==> config.mk <==
export PLATFORM = sky130hd
export DESIGN_NAME = rch_channel
export DESIGN_NICKNAME = d
export VERILOG_FILES = /design/src/common/rch_pkg.sv /design/src/hw/rch_channel.sv
export VERILOG_INCLUDE_DIRS = /design/src /design/src/common
export SDC_FILE = /design/constraint.sdc
export NUM_CORES = 1
export LEC_CHECK = 0
export BUFFER_PORTS_ARGS = -buffer_cell sky130_fd_sc_hd__buf_2
export CAP_MARGIN = 40
export CORE_MARGIN = 8
export CORE_UTILIZATION = 50
export DETAILED_ROUTE_END_ITERATION = 8
export PLACE_DENSITY = 0.77
export SLEW_MARGIN = 15
export SYNTH_ARGS = -nofsm -noshare
export SYNTH_HDL_FRONTEND = slang
export SYNTH_SLANG_ARGS = --single-unit
==> constraint.sdc <==
create_clock -name i_clock -period 2 [get_ports i_clock]
set_input_delay 0.3 -clock i_clock [delete_from_list [all_inputs] [get_ports i_clock]]
set_output_delay 0.3 -clock i_clock [all_outputs]
set_load 0.01 [all_outputs]
==> src/common/rch_defs.svh <==
`ifndef RCH_DEFS_SVH
`define RCH_DEFS_SVH
// control byte bit positions
`define RCH_CTL_INIT      3'd0
`define RCH_CTL_HEADINFO  3'd1
`define RCH_CTL_TAGINFO   3'd2
`define RCH_CTL_STORE     3'd3
`define RCH_CTL_FETCH     3'd4
`define RCH_CTL_IDENT     3'd5
`define RCH_CTL_NEXT      3'd6
`define RCH_CTL_HEAD_EN   3'd7
// status byte bit positions
`define RCH_ST_TRANSFER   3'd1
`define RCH_ST_PRESENT    3'd2
`define RCH_ST_HEAD_ON    3'd3
`define RCH_ST_ATTACHED   3'd4
`define RCH_ST_ERROR      3'd5
`define RCH_ST_BUSY       3'd6
`define RCH_ST_DONE       3'd7
// apb register byte addresses
`define RCH_ADDR_CTRL     12'h000
`define RCH_ADDR_STATUS   12'h004
`define RCH_ADDR_ERRCODE  12'h008
`define RCH_ADDR_IRQ_ST   12'h00C
`define RCH_ADDR_IRQ_MASK 12'h010
`define RCH_ADDR_INIT_LEN 12'h014
// reset values and timing
`define RCH_CTRL_RST      8'h00
`define RCH_MASK_RST      8'h00
`define RCH_INIT_CYC_RST  16'h0010
// interrupt status bits
`define RCH_IRQ_HEAD_ON   3'd0
`define RCH_IRQ_INIT_DONE 3'd1
`define RCH_IRQ_CMD_DROP  3'd2
`define RCH_IRQ_ERROR     3'd3
`endif

==> src/common/rch_pkg.sv <==
package rch_pkg;
    typedef struct packed {
        logic        paddr_ok;
        logic [11:0] paddr;
        logic        psel;
        logic        penable;
        logic        pwrite;
        logic [31:0] pwdata;
    } rch_apb_req_t;

    typedef struct packed {
        logic        pready;
        logic        pslverr;
        logic [31:0] prdata;
    } rch_apb_rsp_t;

    typedef enum logic [1:0] {
        RCH_OFF   = 2'b00,
        RCH_IDLE  = 2'b01,
        RCH_INIT  = 2'b10
    } rch_state_t;
endpackage : rch_pkg

==> src/hw/rch_channel.sv <==
// Notes on behaviour
// - head is switched on when control bit 7 rises, e.g. byte 128
// - connected, active, idle head reports status 152 (bits 3, 4, 7)
// - init starts on rising bit 0 while head enabled, e.g. byte 129
// - control byte holds one command per bit, bit 7 head enable
// - status bits: transfer, present, on, connected, error, busy, done
//
// The APB register port and the placing of the registers are this design's own decisions.
`timescale 1ns/1ns
`include "rch_defs.svh"
module rch_channel #(
    parameter logic [15:0] INIT_CYCLES = `RCH_INIT_CYC_RST
) (
    input  wire logic        i_clock,
    input  wire logic        i_rst_b,
    input  wire logic        i_psel,
    input  wire logic        i_penable,
    input  wire logic        i_pwrite,
    input  wire logic [11:0] i_paddr,
    input  wire logic [31:0] i_pwdata,
    output logic [31:0]      o_prdata,
    output logic             o_pready,
    output logic             o_pslverr,
    input  wire logic        i_head_attached,
    input  wire logic        i_carrier_present,
    output logic             o_head_enable,
    output logic             o_irq
);
    rch_pkg::rch_state_t state_reg;
    rch_pkg::rch_apb_rsp_t rsp;
    logic [1:0]  att_sync_reg;
    logic [1:0]  pres_sync_reg;
    logic        attached;
    logic        present;
    logic [7:0]  chan1_ctrl_image;
    logic [7:0]  ctrl_prev_reg;
    logic [7:0]  rise;
    logic        ctrl_wr;
    logic        stat_rd;
    logic        access;
    logic [15:0] init_cnt_reg;
    logic [15:0] init_len_reg;
    logic [7:0]  irq_st_reg;
    logic [7:0]  irq_st_next;
    logic [7:0]  irq_mask_reg;
    logic [15:0] err_code_reg;
    logic        error_reg;
    logic        head_on;
    logic        busy;
    logic [7:0]  chan1_status_image;

    // head sense pins come from outside, two flops first
    // an unplugged head is seen two cycles late; harmless at fieldbus rates
    always_ff @(posedge i_clock or negedge i_rst_b) begin
        if (!i_rst_b) begin
            att_sync_reg  <= 2'b00;
            pres_sync_reg <= 2'b00;
        end else begin
            att_sync_reg  <= {att_sync_reg[0], i_head_attached};
            pres_sync_reg <= {pres_sync_reg[0], i_carrier_present};
        end
    end
    assign attached = att_sync_reg[1];
    assign present  = pres_sync_reg[1];

    // apb decode, zero wait states
    // writes to unmapped offsets fall through every decode and are dropped
    assign access  = i_psel && i_penable;
    assign ctrl_wr = access && i_pwrite && (i_paddr == `RCH_ADDR_CTRL);
    assign stat_rd = access && !i_pwrite && (i_paddr == `RCH_ADDR_IRQ_ST);

    always_ff @(posedge i_clock or negedge i_rst_b) begin
        if (!i_rst_b) begin
            chan1_ctrl_image <= `RCH_CTRL_RST;
        end else if (ctrl_wr) begin
            chan1_ctrl_image <= i_pwdata[7:0];
        end
    end

    // edge detect against previous image; a held bit never retriggers
    always_ff @(posedge i_clock or negedge i_rst_b) begin
        if (!i_rst_b) begin
            ctrl_prev_reg <= `RCH_CTRL_RST;
        end else if (ctrl_wr) begin
            ctrl_prev_reg <= chan1_ctrl_image;
        end
    end
    assign rise = chan1_ctrl_image & ~ctrl_prev_reg;

    // head follows bit 7; off from enable low
    // the enable pin follows the image at once; the state tracks the edge
    assign o_head_enable = chan1_ctrl_image[`RCH_CTL_HEAD_EN];
    assign head_on = o_head_enable && attached && (state_reg != rch_pkg::RCH_OFF);

    // init length register
    // zero would wrap the countdown to 65536 cycles, so it is taken as one
    always_ff @(posedge i_clock or negedge i_rst_b) begin
        if (!i_rst_b) begin
            init_len_reg <= INIT_CYCLES;
        end else if (access && i_pwrite && i_paddr == `RCH_ADDR_INIT_LEN) begin
            init_len_reg <= (i_pwdata[15:0] == 16'h0000) ? 16'h0001 : i_pwdata[15:0];
        end
    end

    // channel sequencer; only a fresh edge (one cycle after write) counts
    // strobe pulses once per written image, so a held bit is seen once
    logic edge_seen_reg;
    always_ff @(posedge i_clock or negedge i_rst_b) begin
        if (!i_rst_b) begin
            edge_seen_reg <= 1'b0;
        end else begin
            edge_seen_reg <= ctrl_wr;
        end
    end

    // channel state and init countdown
    always_ff @(posedge i_clock or negedge i_rst_b) begin
        if (!i_rst_b) begin
            state_reg    <= rch_pkg::RCH_OFF;
            init_cnt_reg <= 16'h0000;
        end else begin
            unique case (state_reg)
                rch_pkg::RCH_OFF: begin
                    // rising head enable switches the head on
                    if (edge_seen_reg && rise[`RCH_CTL_HEAD_EN]) begin
                        state_reg <= rch_pkg::RCH_IDLE;
                    end
                end
                rch_pkg::RCH_IDLE: begin
                    if (!o_head_enable) begin
                        state_reg <= rch_pkg::RCH_OFF;
                    end else if (edge_seen_reg && rise[`RCH_CTL_INIT]) begin
                        state_reg    <= rch_pkg::RCH_INIT;
                        init_cnt_reg <= init_len_reg;
                    end
                end
                rch_pkg::RCH_INIT: begin
                    if (!o_head_enable) begin
                        state_reg <= rch_pkg::RCH_OFF;
                    end else if (init_cnt_reg == 16'h0001) begin
                        state_reg <= rch_pkg::RCH_IDLE;
                    end else begin
                        init_cnt_reg <= init_cnt_reg - 16'h0001;
                    end
                end
                default: begin
                    state_reg <= rch_pkg::RCH_OFF;
                end
            endcase
        end
    end
    assign busy = (state_reg == rch_pkg::RCH_INIT);

    // error: command edge while head not ready; cleared by a good init
    // set wins: a refusal in the last init cycle keeps the error
    always_ff @(posedge i_clock or negedge i_rst_b) begin
        if (!i_rst_b) begin
            error_reg    <= 1'b0;
            err_code_reg <= 16'h0000;
        end else if (edge_seen_reg && (|rise[6:0]) && !(head_on && !busy)) begin
            error_reg    <= 1'b1;
            err_code_reg <= {8'h00, rise};
        end else if (busy && init_cnt_reg == 16'h0001) begin
            error_reg    <= 1'b0;
            err_code_reg <= 16'h0000;
        end
    end

    // status image: bit 0 and transfer stay low here
    // done also reads high with the head off: nothing is pending
    always_comb begin
        chan1_status_image = 8'h00;
        chan1_status_image[`RCH_ST_PRESENT]  = present && head_on;
        chan1_status_image[`RCH_ST_HEAD_ON]  = head_on;
        chan1_status_image[`RCH_ST_ATTACHED] = attached;
        chan1_status_image[`RCH_ST_ERROR]    = error_reg;
        chan1_status_image[`RCH_ST_BUSY]     = busy;
        chan1_status_image[`RCH_ST_DONE]     = !busy && !error_reg;
    end

    // previous head-on level, so the head-on event is a one-cycle pulse
    logic head_on_prev_reg;
    always_ff @(posedge i_clock or negedge i_rst_b) begin
        if (!i_rst_b) begin
            head_on_prev_reg <= 1'b0;
        end else begin
            head_on_prev_reg <= head_on;
        end
    end

    // sticky events; set wins over clear-on-read
    always_comb begin
        // clear only the bits the read returned: an event landing between the
        // setup capture and the access edge would otherwise be lost
        irq_st_next = stat_rd ? (irq_st_reg & ~o_prdata[7:0]) : irq_st_reg;
        // head coming on, edge against the last cycle
        if (head_on && !head_on_prev_reg) begin
            irq_st_next[`RCH_IRQ_HEAD_ON] = 1'b1;
        end
        if (busy && init_cnt_reg == 16'h0001) begin
            irq_st_next[`RCH_IRQ_INIT_DONE] = 1'b1;
        end
        if (edge_seen_reg && (|rise[6:0]) && !(head_on && !busy)) begin
            irq_st_next[`RCH_IRQ_CMD_DROP] = 1'b1;
        end
    end
    // sticky status register
    always_ff @(posedge i_clock or negedge i_rst_b) begin
        if (!i_rst_b) begin
            irq_st_reg <= 8'h00;
        end else begin
            irq_st_reg <= irq_st_next;
        end
    end
    // mask, same layout as the sticky status
    always_ff @(posedge i_clock or negedge i_rst_b) begin
        if (!i_rst_b) begin
            irq_mask_reg <= `RCH_MASK_RST;
        end else if (access && i_pwrite && i_paddr == `RCH_ADDR_IRQ_MASK) begin
            irq_mask_reg <= i_pwdata[7:0];
        end
    end
    assign o_irq = |(irq_st_reg & irq_mask_reg);

    // read mux, unmapped address answers slverr
    always_comb begin
        rsp.pready  = 1'b1;
        rsp.pslverr = 1'b0;
        rsp.prdata  = 32'h0000_0000;
        unique case (i_paddr)
            `RCH_ADDR_CTRL:     rsp.prdata = {24'h0, chan1_ctrl_image};
            `RCH_ADDR_STATUS:   rsp.prdata = {24'h0, chan1_status_image};
            `RCH_ADDR_ERRCODE:  rsp.prdata = {16'h0, err_code_reg};
            `RCH_ADDR_IRQ_ST:   rsp.prdata = {24'h0, irq_st_reg};
            `RCH_ADDR_IRQ_MASK: rsp.prdata = {24'h0, irq_mask_reg};
            `RCH_ADDR_INIT_LEN: rsp.prdata = {16'h0, init_len_reg};
            default:            rsp.pslverr = access;
        endcase
    end
    // read data is captured in the setup cycle so it stands through the
    // whole access phase; clear-on-read relies on that snapshot
    always_ff @(posedge i_clock or negedge i_rst_b) begin
        if (!i_rst_b) begin
            o_prdata <= 32'h0000_0000;
        end else if (i_psel && !i_penable && !i_pwrite) begin
            o_prdata <= rsp.prdata;
        end
    end
    assign o_pready  = rsp.pready;
    assign o_pslverr = rsp.pslverr;
endmodule : rch_channel

* Yosys cells after proc, flatten, opt, wreduce, memory -nomap -nowiden
Index checks and enable logic that the tools add are counted.
** Storage, ports and cells
- Register bits after elaboration :: 121
- Bits in latches :: 0
- Memory bits (writable) :: 0
- Memory bits (read-only) :: 0
- Word-level logic and storage cells :: 100
- Memories :: 0
** Operators by class
- $add $sub $neg :: 1
- Multipliers :: 0
- Div/mod/pow operators :: 0
- Magnitude comparators :: 0
- Eq/ne operators :: 15
- Shift operators :: 0
- Muxes and demuxes :: 22
- Bitwise logic cells :: 5
- Reduce and logical (&&, ||, !) cells :: 40
** Operators by type and width (number)
- 2-to-1 mux 16 bit :: 7
- case mux 16 bit (6 select lines) :: 1
- case mux 16 bit (2 select lines) :: 1
- AND 8 bit :: 3
- equality test 12 x 4 -> 1 bit (second input constant) :: 2
- equality test 12 x 5 -> 1 bit (second input constant) :: 2
- logical AND 1 bit :: 20
- equality test 16 x 1 -> 1 bit (second input constant) :: 1
- logical NOT 16 bit :: 1
- inverter 8 bit :: 2
- subtractor 16 x 1 -> 16 bit (second input constant) :: 1
- equality test 12 x 3 -> 1 bit (second input constant) :: 1
- logical NOT 12 bit :: 1
- nonzero test 2 bit :: 6
- 2-to-1 mux 2 bit :: 5
- != test 2 bit (second input constant) :: 5
- OR reduction 8 bit :: 1
- OR reduction 7 bit :: 1
- logical NOT 1 bit :: 6
- 2-to-1 mux 1 bit :: 6
- case mux 2 bit (3 select lines) :: 1
- OR reduction 6 bit :: 1
- AND reduction 5 bit :: 1
- 2-to-1 mux 3 bit :: 1
- other kinds (6) :: 6

* Longest topological paths before layout
Gate-level depths: netlist of run 1.
- Depth after elaboration :: 6
- Depth in mapped cells :: 9
- Gate-level depth less buffers :: 8

* Worst setup path before layout of run 1
No wires, ideal clock.
- Path kind :: input -> register
- Start :: in i_paddr[7]
- End :: reg init_len_reg[10]
- Library setup time :: 0.125 ns
- Arrival :: 2.375 ns
- Data required time :: 1.875 ns
- Path slack :: -0.500 ns
- Cell stages on the path :: 8
- Path through :: or4_1 buf_2 or3_1 buf_2 or3_1 buf_6 buf_8 mux2_4
** On the way
- Word-level cells in the longest chain between the ends :: 2
** RTL lines
- start, declared :: RTL line rch_channel.sv:19 : input wire logic [11:0] i_paddr,
- equality test 12 x 5 -> 1 bit
- logical AND 1 bit (no source line)
- end signal, assigned :: RTL line rch_channel.sv:101 : init_len_reg <= (i_pwdata[15:0] == 16'h0000) ? 16'h0001 : i_pwdata[15:0];
- end, declared :: RTL line rch_channel.sv:42 : logic [15:0] init_len_reg;
Every way passes these cells.
A chain may end at the register's enable or synchronous reset.

* Final worst setup path of run 1
- Start :: reg init_cnt_reg[10]
- End :: reg init_cnt_reg[15]
** On the way
- Word-level cells in the longest chain between the ends :: 4
- Elaborated cells between the ends (all ways) :: 7
- Classes of those cells :: add/sub: 1; eq/ne: 2; mux: 3; reduce/logical: 1
** RTL lines
- start, declared :: RTL line rch_channel.sv:41 : logic [15:0] init_cnt_reg;
- start signal, assigned :: RTL line rch_channel.sv:134 : init_cnt_reg <= init_len_reg;
- start signal, assigned :: RTL line rch_channel.sv:143 : init_cnt_reg <= init_cnt_reg - 16'h0001;
- subtractor 16 x 1 -> 16 bit :: RTL line rch_channel.sv:143
- 2-to-1 mux 16 bit :: RTL line rch_channel.sv:140 : end else if (init_cnt_reg == 16'h0001) begin
- 2-to-1 mux 16 bit :: RTL line rch_channel.sv:138 : if (!o_head_enable) begin
- case mux 16 bit (2 select lines) :: RTL line rch_channel.sv:122 : unique case (state_reg)
Several ways; a longest one is shown, not always the timed one. The select of a mux whose other input is x is not followed.

==> flow_summary.rst, run 1 <==
.. list-table::
   :header-rows: 1

   * - Metric
     - Value
   * - Path type of the worst setup path
     - reg2reg
   * - Final setup skew
     - between 8 and 9 ps
   * - H-tree levels
     - 3
   * - Maximum root-to-sink buffer count
     - 2
   * - Number of buffer cells added on primary ports
     - 53
   * - Placed wire-length estimate after detailed placement
     - 9170 µm
   * - Clock latency of the later-clocked register in the worst-skew pair
     - between 300 and 400 ps
   * - List of cells traversed by the critical path
     - or4_4, or4_4, or4_1, o21ai_1, a21oi_1
   * - Number of max-capacitance violations reported
     - 0
   * - Detailed-route vias per instance
     - 6.04
   * - Drt total wl
     - approximately 13000 µm
   * - Final Max Slew Viols
     - 0
   * - Number of warning messages in the yosys log
     - 0
   * - # nets final
     - between 500 and 600
   * - Critical path launch point type
     - flip-flop
   * - Die outline area
     - about 13000 µm²
   * - Worst endpoint data arrival time
     - ~2300 ps
   * - Slowest-stage cell, CP
     - or4_4
   * - Number of enable-type register cells in the synthesized netlist
     - 0
   * - Highest cell delay on the worst timing path
     - around 550 ps
   * - Most Frequent Cell on Critical Path
     - or4_4
   * - Overall overflow remaining after global route
     - 0
   * - Crit path time final
     - 2060 ps
   * - Required time of the worst setup path
     - 2260 ps
   * - Fraction of layout cells with a size suffix above 1
     - 29.2%
   * - Most common cell after layout, fill and taps aside
     - dfrtp_1
   * - Bufs and invs on worst path
     - 0
   * - Portion of the post-synthesis area used by sequential elements
     - approximately half
   * - TritonCTS clock tree
     - done
   * - DRT antenna net count
     - 0
   * - Crit Path Max Fanout
     - 2
   * - Share of power burned in registers
     - between 50% and 60%
   * - IO Pins
     - 87
   * - R2R Setup Slk
     - -60 ps
   * - Global router's overall resource usage
     - 19.4%
   * - First-pass GRT wire length
     - between 20000 and 25000 µm
   * - Cell types with the largest area share after synthesis
     - dfrtp_1 51%, nand2_1 4.8%, o21ai_0 4.4%
   * - Ys flop type
     - dfrtp_1
   * - Share of power burned in combinational logic
     - 5.9%
   * - Total net switching power
     - 888 µW
   * - Total power per unit cell area
     - 620 nW/µm²
   * - Distinct cells, synth
     - 54
   * - Biggest area consumer among synthesized cells
     - dfrtp_1
   * - Number of core rows
     - 35
   * - Cell family with the largest share of critical-path delay
     - simple AND/OR/NAND/NOR gates
   * - Status
     - complete, but fails checks
   * - Area Overhead vs Synth
     - 20.7%
   * - Number of antenna violations at the first check in global routing
     - 0
   * - Overall die height
     - ~110 µm
   * - Total number of vias
     - 4000
   * - Per-instance average area after synthesis
     - around 10 µm²
   * - Clock-pin slew on the worst setup and hold paths
     - around 100 ps
   * - Final Core Density
     - 62.1%
   * - Number of detailed-route iterations in the first pass
     - 5
   * - Starting density of the core
     - between 50 and 60%
   * - Number of DRC markers in iteration 0
     - 477
   * - Endpoints failing hold
     - 0
   * - Leading cell types in the layout, fill and taps excluded
     - 96 x dfrtp_1, 60 x nand2_1, 52 x buf_2
   * - Number of global-route vias before repair
     - 3905
   * - Violations in the final reports
     - setup timing
   * - Placeable core area
     - just over 9000 µm²
   * - Path class of the lowest-slack min-delay path
     - in2reg
   * - Die Wd
     - between 100 and 150 µm
   * - Final weighted congestion in routability-driven placement
     - about 1
   * - Tcrit/Tclk final
     - 103%
   * - Number of clock buffers inserted by TritonCTS
     - 9
   * - #FFs+latches synth
     - 97
   * - Post-placement worst setup slack
     - -319 ps
   * - WHS
     - 27.7 ps
   * - Count of endpoints failing setup in the final report
     - 2
   * - Cell at the root of the clock tree
     - clkbuf_8
   * - Setup repair after global routing missed its margin
     - true
   * - Clock network fraction of total power
     - 38.0%
   * - Routed wire per std cell
     - approximately 19 µm
   * - Leakage component of the power
     - roughly 0.0028 µW
   * - Type of element capturing the critical path
     - flip-flop
   * - Number of diodes
     - 0
   * - Mapped Area
     - 4730 µm²
   * - Net switching share of the total power
     - 25.1%
   * - Gate count of the mapped netlist
     - 459
   * - Maximum frequency from static timing analysis
     - 484 MHz
   * - Number of sinks handled by clock tree synthesis
     - 97
   * - Largest net degree at the start of global routing
     - 39
   * - Internal Dissipation
     - 2650 µW
   * - Largest voltage drop on the vdd net
     - between 0.3 and 0.4 mV
   * - Final worst slack
     - -64.7 ps
   * - Top-area cell type share of the netlist area
     - between 50% and 60%
   * - Async S/R FF share, synth
     - 100%
   * - # DRC
     - 0
## worst register-to-register path, cell delays in order, from the launching register on
cell and delay [ps]:
dfrtp_1 390, or4_4 550, or4_4 430, or4_1 430
o21ai_1 100, a21oi_1 70
## layer usage
metal / track usage (%) / up-vias / wire length (µm)
met4: 6.48 / 0 / 262
met3: 4.31 / 24 / 1150
met1: 27.2 / 1944 / 5480
li1: - / 1819 / -
met5: 0 / - / 0
met2: 29.0 / 213 / 5840
## metrics by stage
| stage | std cells | area [µm²] | power, µW | setup TNS, ps |
|---|---|---|---|---|
| final | 662 | 5710 | 3540 | -85.6 |
| after global routing | 662 | 5710 | 3660 | -332 |
| after CTS | 658 | 5610 | 3560 | -34.2 |
| after detailed placement | 640 | 5350 | 2230 | -12960 |
| after global placement | 640 | 5350 | 2220 | -11940 |
| after floorplan | 474 | 4810 | 2120 | -8980 |
## final cells by class
type | count | area [µm²]
fill | 737 | 3490
sequential | 97 | 2430
multi-input combinational | 327 | 2190
timing repair buffer | 102 | 709
tap | 111 | 139
clock buffer | 9 | 124
clock inverter | 7 | 86.3
inverter | 9 | 33.8
## final timing paths
kind                                  start          endpoint  cells after the start
setup / recovery           init_cnt_reg[10]  init_cnt_reg[15]                      5
hold reg to reg             att_sync_reg[0]   att_sync_reg[1]                      0
min in group asynchronous           i_rst_b   err_code_reg[2]                      2
hold / removal              i_head_attached   att_sync_reg[0]                      1
setup reg to reg           init_cnt_reg[10]  init_cnt_reg[15]                      5
max in group asynchronous           i_rst_b   init_len_reg[4]                      3
## synth_stat cells (all sizes together), types with 5 or more instances
cell type and number:
a22o 13, nor4 16, a22oi 11, nand3 8, nand2 60, clkbuf 19
nor2 20, o21ai 42, nor3 12, nor2b 6, a21boi 5, a21oi 28
dfrtp 96, mux2i 6, mux2 23, or3 5, buf 22, inv 9
## cells by family (layout without fill, tap and decap cells)
family | count (synthesis) | count (layout) | share of synthesized area [%]
buf+inv | 50 | 127 | 5.76
compound gates | 125 | 125 | 17.0
mux | 33 | 33 | 9.28
flops | 97 | 97 | 51.3
simple gates | 150 | 150 | 15.9
fa+ha+maj | 2 | 2 | 0.529
other cells | 2 | 17 | 0.159
## what timing repair did
| item | in CTS | in global routing |
|---|---|---|
| cloned | 0 | 1 |
| setup buffers | 1 | 3 |
| hold buffers | 1 | 0 |
| hold endpoints to repair | 26 | 0 |
| endpoints found under the setup margin | 12 | 31 |
| pin swaps | 5 | 4 |
| resized for setup | 6 | 12 |
## power groups by stage
stage | Sequential (µW) | Clock [µW] | Combinational (µW)
2_1_floorplan | 2030 | 0 | 94.1
3_3_place_gp | 2020 | 0 | 200
3_5_place_dp | 2020 | 0 | 204
4_1_cts | 1990 | 1360 | 206
5_1_grt | 1990 | 1440 | 231
6_report | 1990 | 1350 | 209
No activity file was read; power rests on OpenSTA's default activity.
==> run 2, diff against run 1 <==
- CELL_PAD_IN_SITES_DETAIL_PLACEMENT: unset -> 0
- CELL_PAD_IN_SITES_GLOBAL_PLACEMENT: unset -> 2
- CORE_UTILIZATION: 50 -> 32
- CTS_CLUSTER_SIZE: unset -> 16
- SLEW_MARGIN: 15 -> unset
==> flow_summary.rst, run 2 (synthesis results as in run 1) <==
.. list-table::
   :header-rows: 1

   * - Metric
     - Value
   * - Clock-pin slew on the worst setup and hold paths
     - 70 ps (-30 ps)
   * - PnR Total Power
     - 4150 µW (+17%)
   * - Cell count of the worst hold path
     - 1 (unchanged)
   * - Crit Path Max Fanout
     - 2 (unchanged)
   * - Starting density of the core
     - 32.7% (-19 points)
   * - # nets final
     - 603 (+0.67%)
   * - Cell at the root of the clock tree
     - clkbuf_16
   * - Placeable core area
     - 14500 µm² (+57%)
   * - Area Overhead vs Synth
     - 25.2%
   * - Overall overflow remaining after global route
     - 0 (unchanged)
   * - Filler Cell Count
     - 1400 (+90%)
   * - Number of clock buffers inserted by TritonCTS
     - 9 (unchanged)
   * - Final Max Slew Viols
     - 0 (unchanged)
   * - Final setup skew
     - 6.23 ps (-2.54 ps)
   * - Leakage component of the power
     - 0.00283 µW (+2.2%)
   * - Crit path time final
     - 2080 ps (+16.1 ps)
   * - Required time of the worst setup path
     - 2240 ps (-20 ps)
   * - Number of max-capacitance violations reported
     - 0 (unchanged)
   * - Tcrit/Tclk final
     - 104% (+0.81 points)
   * - Number of buffer cells added on primary ports
     - 53 (unchanged)
   * - Number of core rows
     - 44 (+26%)
   * - First-pass GRT wire length
     - 21400 µm (+7.0%)
   * - Reg-to-Reg Start
     - init_cnt_reg[9]
   * - Post-place instance area
     - 5470 µm² (+2.3%)
   * - Finished Cell Area
     - 5920 µm² (+3.7%)
   * - TritonCTS clock tree
     - done
   * - Critical path launch point type
     - flip-flop
   * - Grt met2 use
     - 22.1% (-6.9 points)
   * - Routed wire per std cell
     - 18.4 µm (-4.2%)
   * - DRT antenna net count
     - 0 (unchanged)
   * - Placed wire-length estimate after detailed placement
     - 10200 µm (+11%)
   * - Drt total wl
     - 13600 µm (+6.8%)
   * - Critical Path Source
     - init_cnt_reg[9]
   * - Status
     - complete, but fails checks
   * - Startpoint of the worst hold path
     - i_carrier_present
   * - Most common cell after layout, fill and taps aside
     - dfrtp_1
   * - Type of element capturing the critical path
     - flip-flop
   * - Global router's overall resource usage
     - 14.9% (-4.6 points)
   * - Number of DRC markers in iteration 0
     - 271 (-43%)
   * - Leading cell types in the layout, fill and taps excluded
     - 96 x dfrtp_1, 60 x nand2_1, 52 x buf_2
   * - Die Wd
     - 138 µm (+21%)
   * - Endpoints failing hold
     - 0 (unchanged)
   * - Maximum frequency from static timing analysis
     - 481 MHz (-0.77%)
   * - Worst endpoint data arrival time
     - 2320 ps (about the same)
   * - GR met1 Demand/Resource
     - 20.3% (-6.9 points)
   * - Met3 demand-to-capacity share in global routing
     - 3.21% (-1.1 points)
   * - H-tree levels
     - 3 (unchanged)
   * - Largest net degree at the start of global routing
     - 47 (+21%)
   * - IO Pins
     - 87 (unchanged)
   * - Die outline area
     - 18900 µm² (+48%)
   * - Number of antenna violations at the first check in global routing
     - 0 (unchanged)
   * - Path type of the worst setup path
     - reg2reg
   * - Overall die height
     - 138 µm (+21%)
   * - Logic depth of the worst register-to-register path
     - 5 (unchanged)
   * - Reg2reg end
     - init_cnt_reg[15]
   * - Final worst slack
     - -80.8 ps (-16.1 ps)
   * - Clock latency of the later-clocked register in the worst-skew pair
     - 350 ps (-20 ps)
   * - Largest voltage drop on the vdd net
     - 0.374 mV (-6.3%)
   * - Most utilized layer in the global route result
     - met2
   * - Setup repair after global routing missed its margin
     - true
   * - Number of global-route vias before repair
     - 3775 (-3.3%)
   * - Maximum root-to-sink buffer count
     - 2 (unchanged)
   * - R2R Setup Slk
     - -80 ps (-20 ps)
   * - Total power per unit cell area
     - 700 nW/µm² (+13%)
   * - Worst hold path endpoint
     - pres_sync_reg[0]
   * - Final weighted congestion in routability-driven placement
     - 0.808 (-17%)
   * - # DRC
     - 0 (unchanged)
   * - Number of diodes
     - 0 (unchanged)
   * - Number of detailed-route iterations in the first pass
     - 5 (unchanged)
   * - Detailed-route vias per instance
     - 5.20 (-14%)
   * - Fraction of layout cells with a size suffix above 1
     - 30.0% (+0.74 points)
   * - Path class of the lowest-slack min-delay path
     - in2reg
   * - WHS
     - 56.6 ps (+28.9 ps)
   * - Total number of vias
     - 3841 (-4.0%)
   * - Count of endpoints failing setup in the final report
     - 8 (+6)
   * - Number of sinks handled by clock tree synthesis
     - 97 (unchanged)
   * - Violations in the final reports
     - setup timing
==> run 2: changes by cell type in the layout (fill, tap and decap cells not counted), sizes merged <==
cell | previous run | this run
bufinv | 1 | 3
inv | 12 | 9
buf | 100 | 105
clkbuf | 10 | 9
==> run 2: area by class of cell <==
type / instances / area [µm²] / share of cell area [%]
inverters: 9 / 33.8 / 0.570
multi-input cells: 327 / 2180 / 36.8
well taps: 184 / 230 / 3.89
flip-flops and latches: 97 / 2430 / 41.0
clock inverters: 6 / 108 / 1.82
clock buffers: 9 / 225 / 3.80
repair buffers: 106 / 721 / 12.2
==> run 2: per-layer routing <==
layer / share of wire, % / vias up
met2: 45 / 96
met1: 47 / 1893
met4: 2.2 / 0
li1: - / 1832
met5: 0 / -
met3: 5.6 / 20
==> run 2: worst max-delay path by stage <==
stage	endpoint	slack (ps)	cells after the start
global placement	err_code_reg[5]	-390	8
floorplan	init_len_reg[10]	-400	8
detailed placement	err_code_reg[4]	-390	8
CTS	init_cnt_reg[15]	-120	5
global route	err_code_reg[4]	-120	8
finish	init_cnt_reg[15]	-80	5
==> run 2: worst max-delay path, cell delays in order, from the launching register on <==
cell	delay, ps
dfrtp_1	400
or4_4	550
or4_4	430
or4_4	440
o21ai_4	80
a21oi_2	60
==> run 2: repair_timing <==
item                                   4_1_cts  5_1_grt
pin swaps                                    6       13
hold buffers                                 1        0
endpoints found under the hold margin       28        0
buffers inserted                             3        1
resized for setup                           14        9
setup endpoints to repair                   24       25
==> run 2: per-stage QoR <==
| stage | utilization (%) | setup TNS (ps) | setup WS (ps) | std cells |
|---|---|---|---|---|
| detailed placement | 37.8 | -14190 | -386 | 719 |
| global placement | 37.8 | -14400 | -394 | 719 |
| CTS | 40.7 | -485 | -125 | 738 |
| floorplan | - | -8980 | -403 | 474 |
| global route | 40.9 | -924 | -116 | 738 |
| finish | 40.9 | -126 | -80.8 | 738 |
==> run 2: report_power, final <==
part           switching, µW  total (µW)  leakage (µW)  internal [µW]
clock network            739        1950      0.000161           1210
registers               12.1        1990       0.00132           1980
logic                    138         208       0.00135           69.4
==> run 3, diff against run 2 <==
--- a/config.mk
+++ b/config.mk
@@ -7,13 +7,13 @@
 export NUM_CORES = 1
 export LEC_CHECK = 0
-export BUFFER_PORTS_ARGS = -buffer_cell sky130_fd_sc_hd__buf_2
 export CAP_MARGIN = 40
 export CELL_PAD_IN_SITES_DETAIL_PLACEMENT = 0
 export CELL_PAD_IN_SITES_GLOBAL_PLACEMENT = 2
 export CORE_MARGIN = 8
-export CORE_UTILIZATION = 32
+export CORE_UTILIZATION = 36
 export CTS_CLUSTER_SIZE = 16
 export DETAILED_ROUTE_END_ITERATION = 8
-export PLACE_DENSITY = 0.77
+export DONT_BUFFER_PORTS = 1
+export PLACE_DENSITY = 0.76
 export SYNTH_ARGS = -nofsm -noshare
 export SYNTH_HDL_FRONTEND = slang
==> constraint.sdc (replaced) <==
create_clock -name i_clock -period 2 [get_ports i_clock]
set_input_delay 0.3 -clock i_clock [delete_from_list [all_inputs] [get_ports i_clock]]
set_output_delay 0.3 -clock i_clock [all_outputs]
set_load 0.02 [all_outputs]
==> flow_summary.rst, run 3 (synthesis results as in run 1) <==
.. list-table::
   :header-rows: 1

   * - Metric
     - Value
   * - Status
     - complete, but fails checks
   * - Violations in the final reports
     - hold timing, setup timing
   * - Crit Path Max Fanout
     - 2 (unchanged)
   * - Number of max-capacitance violations reported
     - 0 (unchanged)
   * - # DRC
     - 0 (unchanged)
   * - Type of element capturing the critical path
     - flip-flop
   * - Share of power burned in combinational logic
     - 2.4% (-2.6 points)
   * - Slew at the pin closest to its max-slew limit
     - between 500 and 600 ps
   * - Setup repair after global routing missed its margin
     - true
   * - Most Frequent Cell on Critical Path
     - or4_4
   * - Reg-to-Reg Start
     - init_cnt_reg[8]
   * - Share of power burned in registers
     - 54.0% (+6.0 points)
   * - Critical Path Source
     - init_cnt_reg[8]
   * - Clock latency of the later-clocked register in the worst-skew pair
     - 340 ps (about the same)
   * - Crit path time final
     - 2010 ps (-74.9 ps)
   * - Largest voltage drop on the vdd net
     - 0.431 mV (+15%)
   * - Cts hold-fix bufs
     - 2 (+1)
   * - Maximum root-to-sink buffer count
     - 2 (unchanged)
   * - Required time of the worst setup path
     - 2230 ps (about the same)
   * - Total power per unit cell area
     - 681 nW/µm² (-2.7%)
   * - Count of endpoints failing setup in the final report
     - 1 (-7)
   * - First-pass GRT wire length
     - 19900 µm (-7.0%)
   * - Internal Dissipation
     - 2860 µW (-12%)
   * - Endpoints failing hold
     - 97 (+97)
   * - Tcrit/Tclk final
     - 100% (-3.7 points)
   * - Number of sinks handled by clock tree synthesis
     - 97 (unchanged)
   * - Largest net degree at the start of global routing
     - 98 (+110%)
   * - Most common cell after layout, fill and taps aside
     - dfrtp_1
   * - Placeable core area
     - 13000 µm² (-10%)
   * - Drt total wl
     - 12800 µm (-6.3%)
   * - Cell family with the largest share of critical-path delay
     - simple AND/OR/NAND/NOR gates
   * - Number of antenna violations at the first check in global routing
     - 0 (unchanged)
   * - Fraction of layout cells with a size suffix above 1
     - 19.6% (-10 points)
   * - Cell at the root of the clock tree
     - clkbuf_16
   * - Path class of the lowest-slack min-delay path
     - in2async
   * - DRT antenna net count
     - 0 (unchanged)
   * - Clock-pin slew on the worst setup and hold paths
     - 70 ps (about the same)
   * - Number of buffer cells added on primary ports
     - 0 (-100%)
   * - Global router's overall resource usage
     - 15.5% (+0.65 points)
   * - Placed wire-length estimate after detailed placement
     - 9480 µm (-6.6%)
   * - Maximum frequency from static timing analysis
     - 499 MHz (+3.7%)
   * - Net switching share of the total power
     - 22.8% (+1.3 points)
   * - Starting density of the core
     - 36.3% (+3.6 points)
   * - Final weighted congestion in routability-driven placement
     - 0.810 (+0.26%)
   * - Total number of vias
     - 3598 (-6.3%)
   * - Die outline area
     - 17100 µm² (-9.9%)
   * - Critical path launch point type
     - flip-flop
   * - H-tree levels
     - 3 (unchanged)
   * - Clock network fraction of total power
     - 43.6% (-3.4 points)
   * - Relative max-transition margin
     - 65.9%
   * - Finished Cell Area
     - 5440 µm² (-8.1%)
   * - Number of detailed-route iterations in the first pass
     - 4 (-1)
   * - Number of global-route vias before repair
     - 3442 (-8.8%)
   * - Total net switching power
     - 844 µW (-5.1%)
   * - Number of clock buffers inserted by TritonCTS
     - 9 (unchanged)
   * - Area Overhead vs Synth
     - 15.0%
   * - WHS
     - -355 ps (-411 ps)
   * - Worst endpoint data arrival time
     - 2230 ps (-90 ps)
   * - Filler Cell Count
     - 1311 (-6.4%)
   * - Final worst slack
     - -5.92 ps (+74.9 ps)
   * - Slowest-stage cell, CP
     - or4_4
   * - Highest cell delay on the worst timing path
     - 540 ps (about the same)
   * - TritonCTS clock tree
     - done
   * - Detailed-route vias per instance
     - 5.41 (+4.0%)
   * - Post-place instance area
     - 5080 µm² (-7.2%)
   * - Final Max Slew Viols
     - 0 (unchanged)
   * - Die Wd
     - 131 µm (-5.1%)
   * - Number of diodes
     - 0 (unchanged)
   * - # nets final
     - 537 (-11%)
   * - Overall die height
     - 131 µm (-5.1%)
   * - Final setup skew
     - 11.1 ps (+4.89 ps)
   * - Number of core rows
     - 42 (-4.5%)
   * - List of cells traversed by the critical path
     - or4_4, or4_4, or4_1, o21ai_1, a21oi_1
   * - Leakage component of the power
     - 0.00249 µW (-12%)
   * - Overall overflow remaining after global route
     - 0 (unchanged)
   * - Bufs and invs on worst path
     - 0 (unchanged)
   * - Number of DRC markers in iteration 0
     - 255 (-5.9%)
   * - Leading cell types in the layout, fill and taps excluded
     - 96 x dfrtp_1, 60 x nand2_1, 39 x o21ai_0
   * - IO Pins
     - 87 (unchanged)
   * - Path type of the worst setup path
     - reg2reg
   * - Routed wire per std cell
     - 19.2 µm (+4.0%)
run 3: cell types whose count changed in the layout (fill, tap and decap cells not counted), moves of 2 or more:
cell and delta:
buf_2 -52, buf_4 -10, buf_6 -4, bufinv_16 -3, clkbuf_1 +2, clkinv_4 +3
or4_1 +2, or4_4 -2
run 3: final cells by class:
type                       count  area [µm²]  share of cell area (%)
inverter                       9        33.8                   0.621
multi-input combinational    327        2160                    39.6
clock inverter                 5        40.0                   0.736
clock buffer                  11         233                    4.28
sequential                    97        2430                    44.6
timing repair buffer          40         330                    6.07
tap                          176         220                    4.05
run 3: final timing paths:
kind	slack, ps	to	cells past startpoint
setup / recovery	-6	init_cnt_reg[15]	5
hold reg to reg	350	att_sync_reg[1]	0
setup reg to reg	-6	init_cnt_reg[15]	5
max in group asynchronous	2120	init_len_reg[4]	0
min in group i_clock	70	chan1_ctrl_image[1]	2
hold / removal	-350	ctrl_prev_reg[1]	0
run 3: power by group through the flow:
| stage | Combinational (µW) | Clock, µW | Sequential, µW |
|---|---|---|---|
| after CTS | 87.3 | 1670 | 2000 |
| final | 88.0 | 1620 | 2000 |
| after global placement | 82.9 | 0 | 2040 |
| after detailed placement | 83.5 | 0 | 2040 |
| after floorplan | 110 | 0 | 2030 |
| after global routing | 98.9 | 1750 | 2000 |
run 3: layer usage:
| metal | track usage [%] | share of wire, % | up-vias |
|---|---|---|---|
| met5 | 0 | 0 | - |
| met4 | 4.52 | 1.5 | 0 |
| met3 | 4.10 | 5.1 | 13 |
| met2 | 24.9 | 47 | 87 |
| met1 | 20.2 | 46 | 1802 |
| li1 | - | - | 1696 |
run 3: through the flow:
stage	util, %	total power, µW	TNS [ps]	setup slack (ps)	cells
after floorplan	-	2140	-8980	-403	474
after global placement	38.9	2120	-4630	-162	644
after detailed placement	38.9	2120	-4530	-164	644
after CTS	41.5	3760	-138	-138	665
after global routing	41.8	3850	-251	-81.9	665
final	41.8	3700	-5.92	-5.92	665
run 3: what timing repair did:
action | 4_1_cts | 5_1_grt
endpoints found under the setup margin | 10 | 16
gates resized for setup | 4 | 10
setup buffers | 3 | 1
hold endpoints to repair | 99 | 97
pin swaps | 3 | 8
